**src/rtl/unb_pkg.sv**
```systemverilog
// Contract
// nine-bit frames: start low, eight data LSB first, ninth bit, stop high
// ninth transmit bit comes from control flag; ninth received bit lands in flag
// mode 2 rate is osc times two-to-doubling-bit over 64; doubling resets zero
// mode 3 equals mode 2 but rate from timer 1 or timer 2 overflows
// buffer write loads shift register; send starts after next divide-by-16 rollover
// start bit first, data enabled one bit later, first shift one bit after
// first shift loads stop one into ninth position, later shifts feed zeros
// ninth bit out with stop beside: last shift, set done, drop active
// sample receive at sixteen times rate; falling edge loads 1FF, resets counter
// majority of samples at counter states seven, eight and nine
// nonzero start bit resets receiver and resumes edge search
// bits enter from right, ones leave left; start at left means final shift
// accept frame only if done clear and filter off or ninth bit one
// one bit time after final shift return to search; stop bit ignored
// timer 1 source: rate is two-to-doubling times overflow rate over 32
// software sets timer 1 to 8-bit auto-reload and disables its interrupt
// software reload value is 256 minus scaled oscillator over 32*12*rate
// timer 2 is rate generator when both timer-2 selects are set; the code makes it one when either select is set
// timer 2 counts at half osc and reloads from capture registers on overflow
// in generator mode overflow sets no timer 2 overflow flag
// external falling edge sets external flag, no reload, when enabled
// software should stop timer 2 before touching counts or captures
// any write to the serial buffer starts a transmission; the code starts one only in the nine-bit modes (SM0 set)
// reception starts on start bit only while receive enable is set
// mode bits 10 and 11 select fixed and timer-rate nine-bit modes
// each direction independently picks timer 2 or timer 1 as rate source
// software clears both done flags; hardware never clears them
package unb_pkg;
  localparam logic [7:0] ADDR_CTRL  = 8'h00;
  localparam logic [7:0] ADDR_BUF   = 8'h04;
  localparam logic [7:0] ADDR_POWER_CONTROL_REG  = 8'h08;
  localparam logic [7:0] ADDR_T1    = 8'h0C;
  localparam logic [7:0] ADDR_TIMER2_CONTROL_REG = 8'h10;
  localparam logic [7:0] ADDR_T2CNT = 8'h14;
  localparam logic [7:0] ADDR_T2CAP = 8'h18;
  // control register bit positions
  localparam int CB_RXDONE = 0;
  localparam int CB_TXDONE = 1;
  localparam int CB_RB8    = 2;
  localparam int CB_TB8    = 3;
  localparam int CB_REN    = 4;
  localparam int CB_SM2    = 5;
  localparam int CB_SM1    = 6;
  localparam int CB_SM0    = 7;
  // timer 2 control bit positions
  localparam int T2B_RUN   = 2;
  localparam int T2B_EXEN  = 3;
  localparam int T2B_TX_TIMER2_SELECT  = 4;
  localparam int T2B_RCLK  = 5;
  localparam int T2B_EXF   = 6;
  localparam int T2B_TF    = 7;
  localparam logic [1:0] MODE_FIXED = 2'b10;
  localparam logic [1:0] MODE_TIMER = 2'b11;
  localparam logic [3:0] SAMP_A     = 4'h7;
  localparam logic [3:0] SAMP_B     = 4'h8;
  localparam logic [3:0] SAMP_C     = 4'h9;
  localparam logic [8:0] RX_PRELOAD = 9'h1FF;
  localparam logic [3:0] OSC_PER_CYCLE = 4'h1;
  localparam logic [4:0] MODE2_DIV  = 5'h03;  // 64/16 - 1: osc per x16 tick, minus one
  localparam logic [4:0] MODE2_DIV_DBL = 5'h01;  // doubled rate: 32/16 - 1
  localparam logic [3:0] T1_DIV     = 4'hF;   // 32/2 per bit, x16 tick every 2
  localparam logic [7:0] RST_BYTE   = 8'h00;
  localparam logic [1:0] RESP_OKAY  = 2'b00;
  localparam logic [1:0] RESP_SLVERR = 2'b10;

  typedef enum logic [1:0] {TX_IDLE = 2'b00, TX_WAIT = 2'b01, TX_RUN = 2'b11} unb_tx_st_t;
  typedef enum logic [1:0] {RX_HUNT = 2'b00, RX_BITS = 2'b01, RX_GAP = 2'b11} unb_rx_st_t;

  typedef struct packed {
    logic [7:0] addr;
    logic [31:0] data;
    logic [3:0] strb;
  } unb_wreq_t;
endpackage

```
**src/rtl/unb_uart.sv**
```systemverilog
module unb_uart import unb_pkg::*; (
  // clock and reset
  input  wire logic        aclk,
  input  wire logic        aresetn,
  // axi4-lite write
  input  wire logic [7:0]  s_axi_awaddr,
  input  wire logic        s_axi_awvalid,
  output logic             s_axi_awready,
  input  wire logic [31:0] s_axi_wdata,
  input  wire logic [3:0]  s_axi_wstrb,
  input  wire logic        s_axi_wvalid,
  output logic             s_axi_wready,
  output logic [1:0]       s_axi_bresp,
  output logic             s_axi_bvalid,
  input  wire logic        s_axi_bready,
  // axi4-lite read
  input  wire logic [7:0]  s_axi_araddr,
  input  wire logic        s_axi_arvalid,
  output logic             s_axi_arready,
  output logic [31:0]      s_axi_rdata,
  output logic [1:0]       s_axi_rresp,
  output logic             s_axi_rvalid,
  input  wire logic        s_axi_rready,
  // serial and timer pins
  input  wire logic        rxd,
  input  wire logic        timer2_external_pin,
  output logic             txd
);
  // --------------------------------------------------------------------
  // bus slave
  // --------------------------------------------------------------------
  logic        aw_ff, w_ff;
  unb_wreq_t   wreq_ff;
  logic [7:0]  serial_control_reg_ff, serial_buffer_ff, power_control_reg_ff;
  logic [7:0]  timer1_reload_byte_ff, timer1_low_count_ff, timer2_control_reg_ff;
  logic [15:0] t2cnt_ff, t2cap_ff;
  logic        do_wr, do_rd;
  logic [31:0] rd_mux;
  logic        rd_hit, wr_hit;

  assign do_wr = aw_ff & w_ff & ~s_axi_bvalid;
  assign do_rd = s_axi_arvalid & s_axi_arready;
  wire wr_ctrl = do_wr & (wreq_ff.addr == ADDR_CTRL)   & wreq_ff.strb[0];
  wire wr_buf  = do_wr & (wreq_ff.addr == ADDR_BUF)    & wreq_ff.strb[0];
  wire wr_power_control_reg = do_wr & (wreq_ff.addr == ADDR_POWER_CONTROL_REG)   & wreq_ff.strb[0];
  wire wr_t1   = do_wr & (wreq_ff.addr == ADDR_T1);
  wire wr_t2c  = do_wr & (wreq_ff.addr == ADDR_TIMER2_CONTROL_REG)  & wreq_ff.strb[0];
  wire wr_t2n  = do_wr & (wreq_ff.addr == ADDR_T2CNT);
  wire wr_t2p  = do_wr & (wreq_ff.addr == ADDR_T2CAP);
  assign wr_hit = wreq_ff.addr inside {ADDR_CTRL, ADDR_BUF, ADDR_POWER_CONTROL_REG, ADDR_T1,
                                       ADDR_TIMER2_CONTROL_REG, ADDR_T2CNT, ADDR_T2CAP};
  assign rd_hit = s_axi_araddr inside {ADDR_CTRL, ADDR_BUF, ADDR_POWER_CONTROL_REG, ADDR_T1,
                                       ADDR_TIMER2_CONTROL_REG, ADDR_T2CNT, ADDR_T2CAP};
  logic [7:0] rx_buf_ff;
  always_comb begin
    unique case (s_axi_araddr)
      ADDR_CTRL:  rd_mux = {24'h000000, serial_control_reg_ff};
      ADDR_BUF:   rd_mux = {24'h000000, rx_buf_ff};
      ADDR_POWER_CONTROL_REG:  rd_mux = {24'h000000, power_control_reg_ff};
      ADDR_T1:    rd_mux = {16'h0000, timer1_reload_byte_ff, timer1_low_count_ff};
      ADDR_TIMER2_CONTROL_REG: rd_mux = {24'h000000, timer2_control_reg_ff};
      ADDR_T2CNT: rd_mux = {16'h0000, t2cnt_ff};
      ADDR_T2CAP: rd_mux = {16'h0000, t2cap_ff};
      default:    rd_mux = 32'h00000000;
    endcase
  end

  always_ff @(posedge aclk) begin
    if (!aresetn) begin
      aw_ff <= 1'b0;
      w_ff <= 1'b0;
      wreq_ff <= '0;
      s_axi_bvalid <= 1'b0;
      s_axi_bresp <= RESP_OKAY;
      s_axi_rvalid <= 1'b0;
      s_axi_rdata <= 32'h00000000;
      s_axi_rresp <= RESP_OKAY;
    end else begin
      if (s_axi_awvalid & s_axi_awready) begin
        aw_ff <= 1'b1;
        wreq_ff.addr <= s_axi_awaddr;
      end
      if (s_axi_wvalid & s_axi_wready) begin
        w_ff <= 1'b1;
        wreq_ff.data <= s_axi_wdata;
        wreq_ff.strb <= s_axi_wstrb;
      end
      if (do_wr) begin
        aw_ff <= 1'b0;
        w_ff <= 1'b0;
        s_axi_bvalid <= 1'b1;
        s_axi_bresp <= wr_hit ? RESP_OKAY : RESP_SLVERR;
      end else if (s_axi_bready) begin
        s_axi_bvalid <= 1'b0;
      end
      if (do_rd) begin
        s_axi_rvalid <= 1'b1;
        s_axi_rdata <= rd_mux;
        s_axi_rresp <= rd_hit ? RESP_OKAY : RESP_SLVERR;
      end else if (s_axi_rready) begin
        s_axi_rvalid <= 1'b0;
      end
    end
  end
  assign s_axi_awready = ~aw_ff & ~s_axi_bvalid;
  assign s_axi_wready  = ~w_ff & ~s_axi_bvalid;
  assign s_axi_arready = ~s_axi_rvalid;

  // --------------------------------------------------------------------
  // control fields
  // --------------------------------------------------------------------
  wire [1:0] mode = {serial_control_reg_ff[CB_SM0], serial_control_reg_ff[CB_SM1]};
  wire nine_bit = mode[1];
  wire rate_double_bit = power_control_reg_ff[7];
  wire tx_timer2_select = timer2_control_reg_ff[T2B_TX_TIMER2_SELECT];
  wire rx_timer2_select = timer2_control_reg_ff[T2B_RCLK];
  wire t2_gen = tx_timer2_select | rx_timer2_select;
  wire timer2_run = timer2_control_reg_ff[T2B_RUN];

  // --------------------------------------------------------------------
  // pin synchronisers
  // --------------------------------------------------------------------
  logic [2:0] rxd_sync_ff, timer2_external_pin_sync_ff;
  logic       rxd_ff, timer2_external_pin_ff;
  always_ff @(posedge aclk) begin
    if (!aresetn) begin
      rxd_sync_ff <= 3'h7;
      timer2_external_pin_sync_ff <= 3'h7;
      rxd_ff <= 1'b1;
      timer2_external_pin_ff <= 1'b1;
    end else begin
      rxd_sync_ff <= {rxd_sync_ff[1:0], rxd};
      timer2_external_pin_sync_ff <= {timer2_external_pin_sync_ff[1:0], timer2_external_pin};
      if (rxd_sync_ff[1] == rxd_sync_ff[2]) rxd_ff <= rxd_sync_ff[2];
      if (timer2_external_pin_sync_ff[1] == timer2_external_pin_sync_ff[2]) timer2_external_pin_ff <= timer2_external_pin_sync_ff[2];
    end
  end
  wire timer2_external_pin_fall = timer2_external_pin_ff & (timer2_external_pin_sync_ff[1] == timer2_external_pin_sync_ff[2]) & ~timer2_external_pin_sync_ff[2];

  // --------------------------------------------------------------------
  // rate generation: one aclk is one oscillator period
  // --------------------------------------------------------------------
  // timer 1 runs auto-reload from its reload byte, counting every 12 osc
  logic [3:0] t1_div_ff;
  wire t1_tick = (t1_div_ff == 4'hB);
  wire t1_ovf = t1_tick & (timer1_low_count_ff == 8'hFF);
  always_ff @(posedge aclk) begin
    if (!aresetn) t1_div_ff <= '0;
    else t1_div_ff <= t1_tick ? 4'h0 : t1_div_ff + 4'h1;
  end
  logic [4:0] m2_pre_ff;
  logic       half_ff, t1_half_ff;
  wire [4:0]  m2_top = rate_double_bit ? MODE2_DIV_DBL : MODE2_DIV;
  // >= keeps the prescaler from running on to 31 if doubling is set mid-count
  always_ff @(posedge aclk) begin
    if (!aresetn) begin
      m2_pre_ff <= '0;
      half_ff <= 1'b0;
      t1_half_ff <= 1'b0;
    end else begin
      m2_pre_ff <= (m2_pre_ff >= m2_top) ? 5'h00 : m2_pre_ff + 5'h01;
      half_ff <= ~half_ff;
      if (t1_ovf) t1_half_ff <= ~t1_half_ff;
    end
  end
  wire t2_tick = half_ff & timer2_run & t2_gen;
  wire t2_ovf = t2_tick & (t2cnt_ff == 16'hFFFF);
  // x16 sample ticks: mode 2 osc/(4 or 2) per tick gives osc*2^d/64 per bit
  wire tick_m2 = (m2_pre_ff == 5'h00);
  wire t1_x16 = t1_ovf & (rate_double_bit | t1_half_ff);
  // timer 2 overflow is x16 rate directly (osc/2 count, /16 per bit)
  wire tx_tick = (mode == MODE_FIXED) ? tick_m2 :
                 (tx_timer2_select ? t2_ovf : t1_x16);
  wire rx_tick = (mode == MODE_FIXED) ? tick_m2 :
                 (rx_timer2_select ? t2_ovf : t1_x16);

  // --------------------------------------------------------------------
  // timers and software registers
  // --------------------------------------------------------------------
  logic rx_set, tx_set;
  logic [7:0] rx_data;
  logic       rx_ninth;
  always_ff @(posedge aclk) begin
    if (!aresetn) begin
      serial_control_reg_ff <= RST_BYTE;
      power_control_reg_ff <= RST_BYTE;
      timer1_reload_byte_ff <= RST_BYTE;
      timer1_low_count_ff <= RST_BYTE;
      timer2_control_reg_ff <= RST_BYTE;
      t2cnt_ff <= '0;
      t2cap_ff <= '0;
      serial_buffer_ff <= RST_BYTE;
      rx_buf_ff <= RST_BYTE;
    end else begin
      if (wr_ctrl) serial_control_reg_ff <= wreq_ff.data[7:0];
      // hardware set wins over software clear
      if (tx_set) serial_control_reg_ff[CB_TXDONE] <= 1'b1;
      if (rx_set) begin
        serial_control_reg_ff[CB_RXDONE] <= 1'b1;
        serial_control_reg_ff[CB_RB8] <= rx_ninth;
        rx_buf_ff <= rx_data;
      end
      if (wr_power_control_reg) power_control_reg_ff <= wreq_ff.data[7:0];
      if (wr_buf) serial_buffer_ff <= wreq_ff.data[7:0];
      if (wr_t1 & wreq_ff.strb[1]) timer1_reload_byte_ff <= wreq_ff.data[15:8];
      if (t1_ovf) timer1_low_count_ff <= timer1_reload_byte_ff;
      else if (t1_tick) timer1_low_count_ff <= timer1_low_count_ff + 8'h01;
      if (wr_t1 & wreq_ff.strb[0]) timer1_low_count_ff <= wreq_ff.data[7:0];
      if (wr_t2c) timer2_control_reg_ff <= wreq_ff.data[7:0];
      // no overflow flag in generator mode
      if (t2_gen & timer2_control_reg_ff[T2B_EXEN] & timer2_external_pin_fall)
        timer2_control_reg_ff[T2B_EXF] <= 1'b1;
      if (t2_ovf) t2cnt_ff <= t2cap_ff;
      else if (t2_tick) t2cnt_ff <= t2cnt_ff + 16'h0001;
      if (wr_t2n) t2cnt_ff <= wreq_ff.data[15:0];
      if (wr_t2p) t2cap_ff <= wreq_ff.data[15:0];
    end
  end

  // --------------------------------------------------------------------
  // transmitter
  // --------------------------------------------------------------------
  unb_tx_st_t tx_st_ff;
  logic [3:0] tx_div_ff;
  logic [8:0] tx_sh_ff;
  logic       tx_data_en_ff, tx_first_ff;
  wire tx_roll = tx_tick & (tx_div_ff == 4'hF);
  wire tx_last = (tx_sh_ff[8:2] == 7'h00) & tx_sh_ff[1];
  always_ff @(posedge aclk) begin
    if (!aresetn) begin
      tx_st_ff <= TX_IDLE;
      tx_div_ff <= '0;
      tx_sh_ff <= '0;
      tx_data_en_ff <= 1'b0;
      tx_first_ff <= 1'b0;
      txd <= 1'b1;
      tx_set <= 1'b0;
    end else begin
      tx_set <= 1'b0;
      if (tx_tick) tx_div_ff <= tx_div_ff + 4'h1;
      if (wr_buf & nine_bit) begin
        tx_sh_ff <= {serial_control_reg_ff[CB_TB8], wreq_ff.data[7:0]};
        tx_st_ff <= TX_WAIT;
      end else begin
        unique case (tx_st_ff)
          TX_IDLE: txd <= 1'b1;
          TX_WAIT: if (tx_roll) begin
            tx_st_ff <= TX_RUN;
            txd <= 1'b0;
            tx_data_en_ff <= 1'b0;
            tx_first_ff <= 1'b1;
          end
          TX_RUN: if (tx_roll) begin
            if (!tx_data_en_ff) begin
              tx_data_en_ff <= 1'b1;
              txd <= tx_sh_ff[0];
            end else if (tx_first_ff) begin
              tx_first_ff <= 1'b0;
              tx_sh_ff <= {1'b1, tx_sh_ff[8:1]};
              txd <= tx_sh_ff[1];
            end else if (tx_last) begin
              tx_sh_ff <= {1'b0, tx_sh_ff[8:1]};
              txd <= 1'b1;
              tx_st_ff <= TX_IDLE;
              tx_set <= 1'b1;
            end else begin
              tx_sh_ff <= {1'b0, tx_sh_ff[8:1]};
              txd <= tx_sh_ff[1];
            end
          end
          default: tx_st_ff <= TX_IDLE;
        endcase
      end
    end
  end

  // --------------------------------------------------------------------
  // receiver
  // --------------------------------------------------------------------
  unb_rx_st_t rx_st_ff;
  logic [3:0] rx_div_ff;
  logic [8:0] rx_sh_ff;
  logic [2:0] rx_smp_ff;
  logic       rx_prev_ff, rx_first_ff;
  wire rx_bit = (rx_smp_ff[0] & rx_smp_ff[1]) | (rx_smp_ff[0] & rx_smp_ff[2])
              | (rx_smp_ff[1] & rx_smp_ff[2]);
  wire rx_roll = rx_tick & (rx_div_ff == 4'hF);
  wire rx_fall = rx_tick & rx_prev_ff & ~rxd_ff;
  // at the final shift the accepted sample is the ninth bit itself
  wire rx_ok = ~serial_control_reg_ff[CB_RXDONE] &
               (~serial_control_reg_ff[CB_SM2] | rx_bit);
  // lsb arrives first and marches left, so the byte sits mirrored
  for (genvar gi = 0; gi < 8; gi++) begin : g_rx_rev
    assign rx_data[gi] = rx_sh_ff[7 - gi];
  end
  assign rx_ninth = rx_bit;
  always_ff @(posedge aclk) begin
    if (!aresetn) begin
      rx_st_ff <= RX_HUNT;
      rx_div_ff <= '0;
      rx_sh_ff <= '0;
      rx_smp_ff <= 3'h7;
      rx_prev_ff <= 1'b1;
      rx_first_ff <= 1'b0;
      rx_set <= 1'b0;
    end else begin
      rx_set <= 1'b0;
      if (rx_tick) begin
        rx_prev_ff <= rxd_ff;
        rx_div_ff <= rx_div_ff + 4'h1;
        if (rx_div_ff == SAMP_A) rx_smp_ff[0] <= rxd_ff;
        if (rx_div_ff == SAMP_B) rx_smp_ff[1] <= rxd_ff;
        if (rx_div_ff == SAMP_C) rx_smp_ff[2] <= rxd_ff;
      end
      unique case (rx_st_ff)
        RX_HUNT: if (rx_fall & nine_bit & serial_control_reg_ff[CB_REN]) begin
          rx_sh_ff <= RX_PRELOAD;
          rx_div_ff <= 4'h0;
          rx_first_ff <= 1'b1;
          rx_st_ff <= RX_BITS;
        end
        RX_BITS: if (rx_roll) begin
          if (rx_first_ff & rx_bit) begin
            rx_st_ff <= RX_HUNT;
          end else if (!rx_sh_ff[8]) begin
            // start bit at the left: this is the final shift
            rx_set <= rx_ok;
            rx_st_ff <= RX_GAP;
          end else begin
            rx_sh_ff <= {rx_sh_ff[7:0], rx_bit};
          end
          rx_first_ff <= 1'b0;
        end
        RX_GAP: if (rx_roll) rx_st_ff <= RX_HUNT;
        default: rx_st_ff <= RX_HUNT;
      endcase
    end
  end
endmodule

```
**config.mk**
```make
export PLATFORM = sky130hd
export DESIGN_NAME = unb_uart
export DESIGN_NICKNAME = d
export VERILOG_FILES = /design/src/rtl/unb_pkg.sv /design/src/rtl/unb_uart.sv
export SDC_FILE = /design/constraint.sdc
export NUM_CORES = 1
export LEC_CHECK = 0
export BUFFER_PORTS_ARGS = -buffer_cell sky130_fd_sc_hd__buf_4
export CAP_MARGIN = 25
export CORE_MARGIN = 1.5
export CORE_UTILIZATION = 58
export DETAILED_ROUTE_END_ITERATION = 8
export PLACE_DENSITY = 0.8
export SLEW_MARGIN = 15
export SYNTH_ARGS = -nofsm -noshare
export SYNTH_HDL_FRONTEND = slang
export SYNTH_SLANG_ARGS = --single-unit
```
**constraint.sdc**
```tcl
create_clock -name aclk -period 3 [get_ports aclk]
set_input_delay 0.6 -clock aclk [delete_from_list [all_inputs] [get_ports aclk]]
set_output_delay 0.6 -clock aclk [all_outputs]
set_load 0.03 [all_outputs]
```
==> results.cfg <==
[status]
status = finished clean

[placed_design]
numPortBuffers = 66
place_area_um2 = 9100
hpwlAfterDp_um = 15100
gp_congestion = 0.920

[synth]
syn_avg_cell_area_um2 = 8.54
synth_enable_flop_cells = 0
synth_ff_type = dfxtp_1
yosysSeqAreaShare_pct = 43.8
syn-instance-count = 1001
ys_types = 82
synth-async-reset-ratio_pct = 0
synth_area_um2 = 8550
yosysTopAreaCell = dfxtp_1
yosysWarnings = 0
synth_area_leaders = dfxtp_1 44%, nand2_1 6.6%, mux2i_1 6.3%
yosys_register_bits = 187
yosys.area.top_type_share_pct = 43.8

[sta]
max_slew_margin_pct = 55.5
tns_ns = 0
finalMaxSlewViolations = 0
holdWs_ns = 0.345
period_share_pct = 90.7
fin_skew_ns = 0.00632
max_freq_mhz = 367
finalHoldViolCount = 0
worst_pin_slew_ns = 0.666
rsz0062_at_grt = false
min_period_ns = 2.72
setup_viol = 0

[cells_and_area]
multiInputGateArea_um2 = 4400
layout.cells.most_common = dfxtp_1
final_cell_mix = 187 x dfxtp_1, 150 x nand2_1, 99 x a21oi_1
layout-drive-gt1-share_pct = 13.6
insertedDiodeCount = 0
n_fill_cell = 1184
design_area_um2 = 9740
seq_area_um2 = 3740
postLayoutCoreUtil_pct = 67.2
area.growth.synth_to_final_pct = 13.8
final_nets = 1115

[cts]
cts_tree = built
htree_levels = 4
cts_root_buf = clkbuf_16
cts.sinks = 187
cts_setup_buffers = 0
worstSkewPairLatency_ns = 0.43
ctsHoldBuffers = 0
clockBufferDepth = 2
cts_inserted_buffers = 17
post_cts_resize_count = 0
path_clk_slew_ns = 0.07

[global_routing]
grt_usage_pct = 28.2
grt_max_degree = 49
grt_overflow = 0
grt_pass1_vias = 6791
grt_pass1_wl_um = 35000
antenna_found_initial = 0

[pwr]
ir_worst_vdd_v = 0.000432
p_switching_w = 0.00118
leakage_nw = 3.61
p_per_area_nw_per_um2 = 537
p_int_w = 0.00404
p_sw_share_pct = 22.6
power.total_w = 0.00523
seqPwrFrac_pct = 49.4
pwr-share-comb_pct = 5.2
p_clk_share_pct = 45.4

[detailed_routing]
viasPerCell = 6.08
wl_um = 21800
drtIter0Drc = 881
vias = 7550
drc = 0
drt-pass1-iter-count = 6
drt-wirelength-per-cell_um = 17.6
ant_nets = 0

[floorplan]
dieArea_um2 = 15500
core.rowCount = 44
num_io_pins = 103
start_util_pct = 59.1
die_w_um = 124
die_y_um = 124
coreArea_um2 = 14500

[setup_path]
start_kind = register
critical_path_class = register to register
critPathRequiredTime_ns = 3.33
worstPathArrival_ns = 3.05
cp_max_fo = 6
setup.worst_path.end_class = register

[job]
cap_viol_max_count = 0

[worst_hold_path]
hold_path_class = primary input to register
==> layout make-up <==
type | count | area share [%]
Clock inverter | 9 | 1.38
Timing Repair Buffer | 83 | 6.53
Tap cell | 184 | 2.36
Sequential cell | 187 | 38.5
Clock buffer | 23 | 5.12
Inverter | 26 | 1.02
Multi-Input combinational cell | 729 | 45.1
==> power by group through the flow <==
stage | combinational (W) | sequential [W] | clock [W]
after floorplan | 0.000203 | 0.00261 | 0
after global placement | 0.000268 | 0.00263 | 0
after detailed placement | 0.000272 | 0.00264 | 0
after CTS | 0.000272 | 0.00258 | 0.00240
after global routing | 0.000301 | 0.00258 | 0.00250
final | 0.000272 | 0.00258 | 0.00237
==> worst max-delay path: stages, from the launching register on <==
cell and delay [ns]:
dfxtp_1 0.44, ha_1 0.27, nand3_4 0.13, nor4_4 0.47, nand4_1 0.31, and2_4 0.28, or4_4 0.53, and3b_1 0.19
==> final timing paths <==
check | startpoint | cells past startpoint | endpoint | slack (ns)
setup reg to reg | t2cnt_ff[0] | 7 | tx_st_ff[1] | 0.28
setup / recovery | t2cnt_ff[0] | 7 | tx_st_ff[1] | 0.28
hold / removal | s_axi_rready | 2 | s_axi_rvalid | 0.34
hold reg to reg | rxd_sync_ff[0] | 1 | rxd_sync_ff[1] | 0.41
==> cells in the mapped netlist, types with 5 or more instances <==
cell	count
a221oi_1	7
buf_4	20
xnor2_1	9
nand3b_1	5
and3_1	12
o211ai_1	5
nand4b_1	5
nand3_1	36
a222oi_1	8
mux2i_1	54
a22o_1	9
ha_1	10
mux4_2	6
dfxtp_1	187
buf_1	5
nor2b_1	5
nor4_1	6
nand4_1	9
o21ai_0	54
nor3_1	28
inv_1	24
a211oi_1	14
a21oi_1	99
clkbuf_1	47
nand2_1	150
nor2_1	84
nand2b_1	10
==> state kept, by name (all words and copies together), names as in the netlist, 5 cells and up <==
name                   flops
rx_sh_ff                   9
timer1_low_count_ff        8
timer1_reload_byte_ff      8
serial_control_reg_ff      8
s_axi_rdata               16
rx_buf_ff                  8
timer2_control_reg_ff      8
m2_pre_ff                  5
power_control_reg_ff       8
t2cnt_ff                  16
t2cap_ff                  16
wreq_ff                   26
tx_sh_ff                   9
==> through the flow <==
step,setup WS [ns],instances
2_1_floorplan,0.585,1020
3_3_place_gp,0.337,1209
3_5_place_dp,0.318,1209
4_1_cts,0.302,1241
5_1_grt,0.197,1241
6_report,0.278,1241
==> kinds of logic after synthesis <==
group	after synthesis	synth area share (%)
AOI/OAI and AO/OA	239	17.4
other	1	0.0438
xor gates and xnor gates	10	1.02
adders and majority gates	11	1.58
DFF	187	43.8
and+or+nand+nor	385	21.8
muxes	64	8.78
buffers and inverters	104	5.66
==> layer usage <==
| metal | share of wire (%) | global-route usage [%] | vias up |
|---|---|---|---|
| li1 | - | - | 3622 |
| met1 | 44 | 38.9 | 3555 |
| met2 | 45 | 44.1 | 321 |
| met3 | 8.4 | 5.20 | 52 |
| met4 | 2.7 | 10.4 | 0 |
| met5 | 0 | 0 | - |
Power figures use the tool's default switching activity.
